$ cat src/inc/aac_pkg.sv
/*
 * Constants, field layouts and carrier types of the arc alarm channel logic.
 * Assumes a 50 MHz system clock and 32-bit APB register access.
 */
package aac_pkg;
    localparam int NUM_CH   = 16;
    localparam int NUM_GRP  = 4;
    localparam int NUM_CELL = NUM_CH + NUM_GRP;
    localparam int NUM_PAIR = NUM_CH / 2;
    localparam int MV_W     = 10;
    localparam int PER_W    = 15;
    localparam int IDX_W    = 5;
    localparam int TICK_W   = 16;
    localparam int BOOT_W   = 24;

    localparam int CLK_NS      = 20;
    localparam int TICK_NS     = 100000;
    localparam int TICK_CYCLES = TICK_NS / CLK_NS;
    localparam int BOOT_US     = 2000;
    localparam int BOOT_CYCLES = BOOT_US * 1000 / CLK_NS;

    // Auto-reset period in 0.1 ms ticks, threshold in mV
    localparam logic [PER_W-1:0] PER_MIN = 15'h0001;
    localparam logic [PER_W-1:0] PER_MAX = 15'h4E20;
    localparam logic [MV_W-1:0]  THR_MIN = 10'h014;
    localparam logic [MV_W-1:0]  THR_MAX = 10'h1F4;

    localparam logic [7:0] OFS_STATUS = 8'h00;
    localparam logic [7:0] OFS_ACK    = 8'h04;
    localparam logic [7:0] OFS_THRESH = 8'h08;
    localparam logic [7:0] OFS_SEL    = 8'h0C;
    localparam logic [7:0] OFS_CFG    = 8'h10;
    localparam logic [7:0] OFS_GRP    = 8'h14;

    localparam int ST_BOOT_BIT  = 20;
    localparam int ACK_ALL_BIT  = 31;
    localparam int CFG_POL_BIT  = 0;
    localparam int CFG_AUTO_BIT = 1;
    localparam int CFG_PER_LSB  = 16;
    localparam int GRP_PAIR_LSB = 16;

    typedef struct packed {
        logic             polNormal;
        logic             autoEn;
        logic [PER_W-1:0] period;
    } aac_cfg_s;

    typedef struct packed {
        logic [NUM_PAIR-1:0] andPairs;
        logic [NUM_CH-1:0]   members;
    } aac_grp_s;

    typedef struct packed {
        logic powerFail;
        logic cpuErr;
        logic cardErr;
        logic resetBtn;
        logic remoteTest;
        logic remoteReset;
    } aac_pins_s;

    localparam aac_cfg_s CFG_RESET = '{polNormal: 1'b0, autoEn: 1'b0, period: PER_MIN};
    localparam aac_grp_s GRP_RESET = '{andPairs: '0, members: '1};
endpackage

$ cat src/verilog/aac_alarm_cell.sv
/*
 * One latched arc alarm with its auto-reset timer, used per channel and per group.
 * Assumes tick is a one-cycle pulse every 0.1 ms on the same clock.
 */
module aac_alarm_cell
    import aac_pkg::*;
(
    input  wire logic     clk,
    input  wire logic     rstn,
    input  wire logic     arcIn,
    input  wire logic     ack,
    input  wire logic     tick,
    input  wire aac_cfg_s cfg,
    output logic          alarm
);
    logic             alarm_reg;
    logic             alarm_next;
    logic [PER_W-1:0] cnt_reg;
    logic [PER_W-1:0] cnt_next;

    always_comb begin
        alarm_next = alarm_reg;
        cnt_next   = cnt_reg;
        if (arcIn) begin
            // Set beats any clear arriving in the same cycle
            alarm_next = 1'b1;
            cnt_next   = '0;
        end else if (ack) begin
            alarm_next = 1'b0;
            cnt_next   = '0;
        end else if (alarm_reg && cfg.autoEn) begin
            if (cnt_reg >= cfg.period) begin
                alarm_next = 1'b0;
                cnt_next   = '0;
            end else if (tick) begin
                cnt_next = cnt_reg + PER_W'(1);
            end
        end
    end

    always_ff @(posedge clk or negedge rstn) begin
        if (!rstn) begin
            alarm_reg <= 1'b0;
            cnt_reg   <= '0;
        end else begin
            alarm_reg <= alarm_next;
            cnt_reg   <= cnt_next;
        end
    end

    assign alarm = alarm_reg;
endmodule

$ cat src/verilog/aac_alarm_logic.sv
/*
 * Arc alarm logic for sixteen detector channels and four combining groups,
 * with polarity-selectable outputs, relays and an APB register slave.
 * Assumes pdMv and keypad strobes come from logic on clk; pins are synchronised here.
 */
// Added by the designer: the APB slave port and the address map.
// Function
// - normal polarity: output low idle, high alarm
// - inverted polarity default: output high idle, low alarm
// - open collector follows the same polarity choice
// - auto-reset clears alarm after period without arc
// - without auto-reset alarm holds until acknowledged
// - auto-reset period 0.1 to 2000 ms, default 0.1
// - arc when detector voltage reaches the threshold
// - OR mode: any member alarm asserts group
// - AND mode: pair term needs both alarms
// - polarity and auto-reset held per channel and group
// - after reset all groups OR all sixteen channels
// - keypad writes polarity, auto-reset and group logic
// - period and threshold only via configuration bus
// - system OK relay closed only when healthy
// - arc relay closed on alarm, card error, boot
// - reset button or bus command acknowledges alarms
// - after boot self-test all alarms idle, ready
// - every module gives a power-failure open collector
// - remote test and reset inputs are accepted
// - button acknowledges alarm unless light persists
// - global reset acknowledges every alarm at once; alarms whose arc or group term is still true that cycle stay set
module aac_alarm_logic
    import aac_pkg::*;
#(
    parameter int TICK_CNT = TICK_CYCLES,
    parameter int BOOT_CNT = BOOT_CYCLES
) (
    input  wire logic                          clk,
    input  wire logic                          rstn,
    input  wire logic                          psel,
    input  wire logic                          penable,
    input  wire logic                          pwrite,
    input  wire logic [7:0]                    paddr,
    input  wire logic [31:0]                   pwdata,
    output logic      [31:0]                   prdata,
    output logic                               pready,
    output logic                               pslverr,
    input  wire logic [NUM_CH-1:0][MV_W-1:0]   pdMv,
    input  wire logic [NUM_CELL-1:0]           btnPin,
    input  wire aac_pins_s                     pins,
    input  wire logic                          kpWe,
    input  wire logic [IDX_W-1:0]              kpIndex,
    input  wire logic                          kpPolNormal,
    input  wire logic                          kpAutoEn,
    input  wire logic                          kpGrpWe,
    input  wire logic [1:0]                    kpGrpIdx,
    input  wire aac_grp_s                      kpGrp,
    output logic      [NUM_CELL-1:0]           arcTtl,
    output logic      [NUM_CELL-1:0]           ocOn,
    output logic      [NUM_CELL-1:0]           pfOcOn,
    output logic                               sysOkClosed,
    output logic                               arcRelayClosed,
    output logic                               ready
);
    function automatic logic grp_term(aac_grp_s g, logic [NUM_CH-1:0] a);
        logic t;
        t = 1'b0;
        for (int p = 0; p < NUM_PAIR; p++) begin
            if (g.andPairs[p])
                t |= g.members[2*p] & g.members[2*p+1] & a[2*p] & a[2*p+1];
            else
                t |= (g.members[2*p] & a[2*p]) | (g.members[2*p+1] & a[2*p+1]);
        end
        return t;
    endfunction

    function automatic logic [PER_W-1:0] clamp_per(logic [31:0] v);
        logic [PER_W-1:0] r;
        r = v[PER_W-1:0];
        if (v < 32'(PER_MIN))
            r = PER_MIN;
        else if (v > 32'(PER_MAX))
            r = PER_MAX;
        return r;
    endfunction

    function automatic logic [MV_W-1:0] clamp_thr(logic [31:0] v);
        logic [MV_W-1:0] r;
        r = v[MV_W-1:0];
        if (v < 32'(THR_MIN))
            r = THR_MIN;
        else if (v > 32'(THR_MAX))
            r = THR_MAX;
        return r;
    endfunction

    // Pin synchronisers; levels come from the second stage, edges from it and its delayed copy
    aac_pins_s             pinS1_reg;
    aac_pins_s             pinS2_reg;
    aac_pins_s             pinPrev_reg;
    logic [NUM_CELL-1:0]   btnS1_reg;
    logic [NUM_CELL-1:0]   btnS2_reg;
    logic [NUM_CELL-1:0]   btnPrev_reg;

    always_ff @(posedge clk or negedge rstn) begin
        if (!rstn) begin
            pinS1_reg   <= '0;
            pinS2_reg   <= '0;
            pinPrev_reg <= '0;
            btnS1_reg   <= '0;
            btnS2_reg   <= '0;
            btnPrev_reg <= '0;
        end else begin
            pinS1_reg   <= pins;
            pinS2_reg   <= pinS1_reg;
            pinPrev_reg <= pinS2_reg;
            btnS1_reg   <= btnPin;
            btnS2_reg   <= btnS1_reg;
            btnPrev_reg <= btnS2_reg;
        end
    end

    logic [NUM_CELL-1:0] btnEdge;
    logic                globalAck;
    logic                remoteTestEdge;
    logic                apbWr;
    logic                apbAckAll;
    logic [NUM_CELL-1:0] apbAckVec;

    assign btnEdge        = btnS2_reg & ~btnPrev_reg;
    assign remoteTestEdge = pinS2_reg.remoteTest & ~pinPrev_reg.remoteTest;
    assign apbWr          = psel & penable & pready & pwrite;
    assign apbAckAll      = apbWr && paddr == OFS_ACK && pwdata[ACK_ALL_BIT];
    assign apbAckVec      = (apbWr && paddr == OFS_ACK) ? pwdata[NUM_CELL-1:0] : '0;
    assign globalAck      = (pinS2_reg.resetBtn & ~pinPrev_reg.resetBtn)
                          | (pinS2_reg.remoteReset & ~pinPrev_reg.remoteReset)
                          | apbAckAll;

    // Time base and boot sequence
    logic [TICK_W-1:0] tickCnt_reg;
    logic [TICK_W-1:0] tickCnt_next;
    logic              tick_reg;
    logic              tick_next;
    logic [BOOT_W-1:0] bootCnt_reg;
    logic [BOOT_W-1:0] bootCnt_next;
    logic              booted_reg;
    logic              booted_next;

    always_comb begin
        tickCnt_next = tickCnt_reg + TICK_W'(1);
        tick_next    = 1'b0;
        if (tickCnt_reg == TICK_W'(TICK_CNT - 1)) begin
            tickCnt_next = '0;
            tick_next    = 1'b1;
        end
        bootCnt_next = bootCnt_reg;
        booted_next  = booted_reg;
        if (!booted_reg) begin
            bootCnt_next = bootCnt_reg + BOOT_W'(1);
            booted_next  = bootCnt_reg == BOOT_W'(BOOT_CNT - 1);
        end
    end

    always_ff @(posedge clk or negedge rstn) begin
        if (!rstn) begin
            tickCnt_reg <= '0;
            tick_reg    <= 1'b0;
            bootCnt_reg <= '0;
            booted_reg  <= 1'b0;
        end else begin
            tickCnt_reg <= tickCnt_next;
            tick_reg    <= tick_next;
            bootCnt_reg <= bootCnt_next;
            booted_reg  <= booted_next;
        end
    end

    // Configuration
    aac_cfg_s [NUM_CELL-1:0] cfg_reg;
    aac_cfg_s [NUM_CELL-1:0] cfg_next;
    aac_grp_s [NUM_GRP-1:0]  grp_reg;
    aac_grp_s [NUM_GRP-1:0]  grp_next;
    logic [MV_W-1:0]         thr_reg;
    logic [MV_W-1:0]         thr_next;
    logic [IDX_W-1:0]        sel_reg;
    logic [IDX_W-1:0]        sel_next;

    always_comb begin
        cfg_next = cfg_reg;
        grp_next = grp_reg;
        thr_next = thr_reg;
        sel_next = sel_reg;
        // Keypad cannot reach period or threshold
        if (kpWe && kpIndex < IDX_W'(NUM_CELL)) begin
            cfg_next[kpIndex].polNormal = kpPolNormal;
            cfg_next[kpIndex].autoEn    = kpAutoEn;
        end
        if (kpGrpWe)
            grp_next[kpGrpIdx] = kpGrp;
        if (apbWr) begin
            if (paddr == OFS_THRESH)
                thr_next = clamp_thr(pwdata);
            if (paddr == OFS_SEL && pwdata < 32'(NUM_CELL))
                sel_next = pwdata[IDX_W-1:0];
            if (paddr == OFS_CFG) begin
                cfg_next[sel_reg].polNormal = pwdata[CFG_POL_BIT];
                cfg_next[sel_reg].autoEn    = pwdata[CFG_AUTO_BIT];
                cfg_next[sel_reg].period    = clamp_per(32'(pwdata[31:CFG_PER_LSB]));
            end
            for (int k = 0; k < NUM_GRP; k++) begin
                if (paddr == OFS_GRP + 8'(4 * k)) begin
                    grp_next[k].members  = pwdata[NUM_CH-1:0];
                    grp_next[k].andPairs = pwdata[GRP_PAIR_LSB +: NUM_PAIR];
                end
            end
        end
    end

    always_ff @(posedge clk or negedge rstn) begin
        if (!rstn) begin
            cfg_reg <= {NUM_CELL{CFG_RESET}};
            grp_reg <= {NUM_GRP{GRP_RESET}};
            thr_reg <= THR_MIN;
            sel_reg <= '0;
        end else begin
            cfg_reg <= cfg_next;
            grp_reg <= grp_next;
            thr_reg <= thr_next;
            sel_reg <= sel_next;
        end
    end

    // Alarm cells: channels first, then groups
    logic [NUM_CELL-1:0] alarmVec;
    logic [NUM_CELL-1:0] arcVec;
    logic [NUM_CELL-1:0] ackVec;
    logic [NUM_CELL-1:0] polVec;

    // Arcs are ignored until boot completes so every alarm starts idle
    for (genvar i = 0; i < NUM_CELL; i++) begin : g_cell
        logic hit;
        if (i < NUM_CH) begin : g_ch
            assign hit = (pdMv[i] >= thr_reg) | remoteTestEdge;
        end else begin : g_grp
            assign hit = grp_term(grp_reg[i-NUM_CH], alarmVec[NUM_CH-1:0]);
        end
        assign arcVec[i] = booted_reg & (hit | (btnEdge[i] & ~alarmVec[i]));
        assign ackVec[i] = ~booted_reg | globalAck | apbAckVec[i]
                         | (btnEdge[i] & alarmVec[i]);
        assign polVec[i] = cfg_reg[i].polNormal;

        aac_alarm_cell u_cell (
            .clk   (clk),
            .rstn  (rstn),
            .arcIn (arcVec[i]),
            .ack   (ackVec[i]),
            .tick  (tick_reg),
            .cfg   (cfg_reg[i]),
            .alarm (alarmVec[i])
        );
    end

    // Registered outputs
    logic [NUM_CELL-1:0] ttl_next;
    logic [NUM_CELL-1:0] pf_next;
    logic                sysOk_next;
    logic                arcRel_next;

    always_comb begin
        ttl_next    = alarmVec ^ ~polVec;
        pf_next     = {NUM_CELL{pinS2_reg.powerFail}};
        sysOk_next  = booted_reg & ~pinS2_reg.powerFail & ~pinS2_reg.cpuErr
                    & ~pinS2_reg.cardErr;
        arcRel_next = ~booted_reg | (|alarmVec) | pinS2_reg.cardErr;
    end

    always_ff @(posedge clk or negedge rstn) begin
        if (!rstn) begin
            arcTtl         <= '1;
            ocOn           <= '1;
            pfOcOn         <= '0;
            sysOkClosed    <= 1'b0;
            arcRelayClosed <= 1'b1;
            ready          <= 1'b0;
        end else begin
            arcTtl         <= ttl_next;
            ocOn           <= ttl_next;
            pfOcOn         <= pf_next;
            sysOkClosed    <= sysOk_next;
            arcRelayClosed <= arcRel_next;
            ready          <= booted_reg;
        end
    end

    // APB slave: one wait-free access phase, ready raised from the setup cycle
    logic [31:0] rd_next;
    logic        err_next;
    logic        rdy_next;

    always_comb begin
        rd_next  = '0;
        err_next = 1'b0;
        rdy_next = psel & ~penable;
        unique case (paddr)
            OFS_STATUS: begin
                rd_next[NUM_CELL-1:0] = alarmVec;
                rd_next[ST_BOOT_BIT]  = booted_reg;
            end
            OFS_ACK: rd_next = '0;
            OFS_THRESH: rd_next[MV_W-1:0] = thr_reg;
            OFS_SEL: rd_next[IDX_W-1:0] = sel_reg;
            OFS_CFG: begin
                rd_next[CFG_POL_BIT]             = cfg_reg[sel_reg].polNormal;
                rd_next[CFG_AUTO_BIT]            = cfg_reg[sel_reg].autoEn;
                rd_next[CFG_PER_LSB +: PER_W]    = cfg_reg[sel_reg].period;
            end
            default: err_next = 1'b1;
        endcase
        for (int k = 0; k < NUM_GRP; k++) begin
            if (paddr == OFS_GRP + 8'(4 * k)) begin
                err_next                          = 1'b0;
                rd_next[NUM_CH-1:0]               = grp_reg[k].members;
                rd_next[GRP_PAIR_LSB +: NUM_PAIR] = grp_reg[k].andPairs;
            end
        end
    end

    always_ff @(posedge clk or negedge rstn) begin
        if (!rstn) begin
            prdata  <= '0;
            pslverr <= 1'b0;
            pready  <= 1'b0;
        end else begin
            prdata  <= rd_next;
            pslverr <= err_next & psel & ~penable;
            pready  <= rdy_next;
        end
    end
endmodule

$ cat config.mk
export PLATFORM = sky130hd
export DESIGN_NAME = aac_alarm_logic
export DESIGN_NICKNAME = d
export VERILOG_FILES = /design/src/inc/aac_pkg.sv /design/src/verilog/aac_alarm_cell.sv /design/src/verilog/aac_alarm_logic.sv
export SDC_FILE = /design/constraint.sdc
export NUM_CORES = 2
export LEC_CHECK = 0
export BUFFER_PORTS_ARGS = -buffer_cell sky130_fd_sc_hd__buf_2
export CAP_MARGIN = 20
export CORE_MARGIN = 2
export CORE_UTILIZATION = 40
export DETAILED_ROUTE_END_ITERATION = 7
export GPL_ROUTABILITY_DRIVEN = 0
export PLACE_DENSITY = 0.61
export SYNTH_ARGS = -nofsm -noshare
export SYNTH_HDL_FRONTEND = slang
export SYNTH_HIERARCHICAL = 1
export SYNTH_SLANG_ARGS = --single-unit
$ cat constraint.sdc
create_clock -name clk -period 4.1 [get_ports clk]
set_input_delay 0.82 -clock clk [delete_from_list [all_inputs] [get_ports clk]]
set_output_delay 0.82 -clock clk [all_outputs]
set_load 0.02 [all_outputs]
==> flow_metrics.tcl <==
set metrics [dict create \
    drtAntennaViolNets 0 \
    regArea_um2 23790 \
    cts_tree "built" \
    p_total_mw 22.22 \
    cp_top_family "compound AO/OA/AOI/OAI gates" \
    power.density_nw_per_um2 337.1 \
    async_reset_ff_share_pct 100.0 \
    cts_root_buf "clkbuf_16" \
    cp.depth 11 \
    postCtsHoldBufs 0 \
    yosys.cell_count.top_type "dfrtp_1" \
    synth_flop_cell "dfrtp_1" \
    cp.arrival_ns 4.60 \
    r2r_start "thr_reg[8]" \
    syn_area_per_cell_um2 9.507 \
    drt_iter0_drc 5143 \
    synth.net_count 6765 \
    finalCriticalPeriod_ns 3.951 \
    reg2reg_depth 11 \
    leakage_nw 30.35 \
    worstSetupEndpointType "register" \
    grt_pass1_vias 47910 \
    grt_pass1_wl_um 308900 \
    outcome "complete, no violations" \
    crit_end "g_cell[1].u_cell/cnt_reg[10]" \
    critical_path_buf_inv_count 2 \
    syn_area_um2 57200 \
    core_area_um2 141800 \
    netlist.area_leader.share_pct 36.66 \
    pre_cts_ws_ns 0.01103 \
    yosys_warnings 6 \
    fp.dieH_um 382.2 \
    fin_worst_hold_slack_ns 0.08787 \
    cts_buffers 108 \
    clock_skew_ns 0.09118 \
    crit_top_cell "o21ai_0" \
    synth_area_leaders "dfrtp_1 (37%), ha_1 (11%), nand2_1 (5.1%), dfstp_2 (4.9%), o21ai_0 (3.8%)" \
    area_growth_pct 15.21 \
    synth_cell_types 76 \
    pin_count 363 \
    remaining_drc_errors 0 \
    nNetsFinal 7158 \
    slew_headroom_pct 17.83 \
    n_fill_cell 13310 \
    slew_violations 0 \
    finalWorstSetupSlack_ns 0.1490 \
    die_w_um 382.2 \
    critical_path_class "register to register" \
    post_dp_cell_area_um2 61970 \
    htreeDepth 3 \
    num_vias 49660 \
    antenna_found_initial 30 \
    gr-total-overflow 0 \
    grt_usage_pct 27.87 \
    via_per_inst 5.900 \
    clkTransAtPathRegs_ns 0.07 \
    vdd_drop_max_v 0.0003382 \
    drive_above_1_share_pct 17.60 \
    wl_per_cell_um 24.40 \
    dieArea_um2 146000 \
    slowest_delay_ns 0.54 \
    hold_viol_final 0 \
    grt_max_degree 91 \
    synth_top_area_cell "dfrtp_1" \
    fin_area_um2 65900 \
    startpoint_type "register" \
    cts_buffer_depth 3 \
    cp_data_required_time_ns 4.75 \
    first_pass_iters 7 \
    r2r-end "g_cell[1].u_cell/cnt_reg[10]" \
    synth-edff-count 0 \
    crit_fanout 15 \
    ys_seq_area_share_pct 41.57 \
    numClockSinks 945 \
    r2r_slack_ns 0.15 \
    setup_violations 0 \
    cp_cell_sequence "inv_1, buf_4, ha_1, a2111oi_0, o211ai_1, and3_1, nor3_1, o21ai_0, a211o_4, or4_1, o21ai_0" \
    ys_ff_latch 945 \
    rows 138 \
    hold_path.class "input pin to async pin" \
    fmaxAchievable_mhz 253.1 \
    worst_pin_slew_ns 1.230 \
    start_util_pct 40.35 \
    netlist_top_cells_count "dfrtp_1 (838), nand2_1 (772), ha_1 (482), o21ai_0 (436), nor2_1 (419)" \
    portBuffers 361 \
    dp_hpwl_um 156500 \
    tns_ns 0 \
    critPathLaunch "thr_reg[8]" \
    maxCapViolCount 0 \
    clk_latency_ns 0.77 \
    synth_cells 6017 \
    wl_um 205400 \
    period_share_pct 96.37 \
    largest_register_ffs 340 \
    cpMaxStageDelayCell "a2111oi_0" \
    rsz0062_at_grt "false" \
    multi_input_area_um2 30680 \
]
[routing by layer]
layer / part of all wire, % / track usage, %
met1: 41 / 37.53
met5: 0.0097 / 0
met4: 6.8 / 16.18
met3: 8.9 / 6.189
met2: 43 / 41.16
[worst min path at each step]
stage,from,end,slack (ns),cells past startpoint
after floorplan,btnS1_reg[0],btnS2_reg[0],0.33,0
after global placement,btnS1_reg[0],btnS2_reg[0],0.33,0
after detailed placement,btnS1_reg[14],btnS2_reg[14],0.33,0
after CTS,rstn,grp_reg[19],0.08,1
after global routing,rstn,grp_reg[19],0.1,1
final,rstn,grp_reg[19],0.09,1
[power breakdown]
part           internal [mW]  switching [mW]
sequential              9.79           0.423
clock                   6.05            4.32
combinational          0.589            1.04
[kinds of logic (layout without fill, tap and decap cells)]
group                    count (synthesis)  in the layout  share of synthesized area (%)
XOR/XNOR                                56             56                         0.8574
AO/OA/AOI/OAI                         1619           1619                          19.31
buffers and inverters                  695           1183                          4.961
other                                    1             23                       0.006556
AND/OR/NAND/NOR                       1956           1956                          16.23
multiplexers                           263            263                          6.514
adder cells (fa/ha/maj)                482            482                          10.54
flip-flops                             945            945                          41.57
[worst register-to-register path: cells and delay by family, from the launching register on]
family                     cells  cell delay [ns]
AOI/OAI and AO/OA              5             1.46
adders and majority gates      1             0.17
buffers and inverters          2             0.69
DFF                            1             0.38
and+or+nand+nor                3             1.15
[layout make-up]
type	count	share of cell area [%]
flip-flops and latches	945	36.11
repair buffers	583	5.608
diodes	22	0.08354
well taps	1890	3.588
multi-input cells	4377	46.55
inverters	395	2.250
clock buffers	154	4.807
clock inverters	51	1.010
[placed cells by master, fill, tap and decap left out, drive strengths merged, types with 33 or more instances in the layout]
cell	synthesis	routed
dfrtp	838	838
nand2	799	799
buf	114	583
o21ai	503	503
ha	482	482
nor2	419	419
inv	395	399
a21oi	365	365
mux2i	172	172
nand3	164	164
a21o	164	164
nand4	154	154
clkbuf	186	154
a22o	143	143
and3	109	109
dfstp	107	107
nor3	97	97
mux4	87	87
a211oi	81	81
o2bb2ai	64	64
xnor2	41	41
nor2b	41	41
o311ai	40	40
a211o	40	40
nand2b	39	39
o221ai	33	33
[stage by stage]
step | util (%) | instances
6_report | 46.49 | 8417
4_1_cts | 46.42 | 8395
3_5_place_dp | 43.72 | 8190
5_1_grt | 46.48 | 8413
3_3_place_gp | 43.72 | 8190
2_1_floorplan | - | 6017
[repair_timing]
action,in CTS,in global routing
setup buffers,0,0
resized for setup,0,10
endpoints found under the setup margin,0,33
No activity file was read; power rests on OpenSTA's default activity.
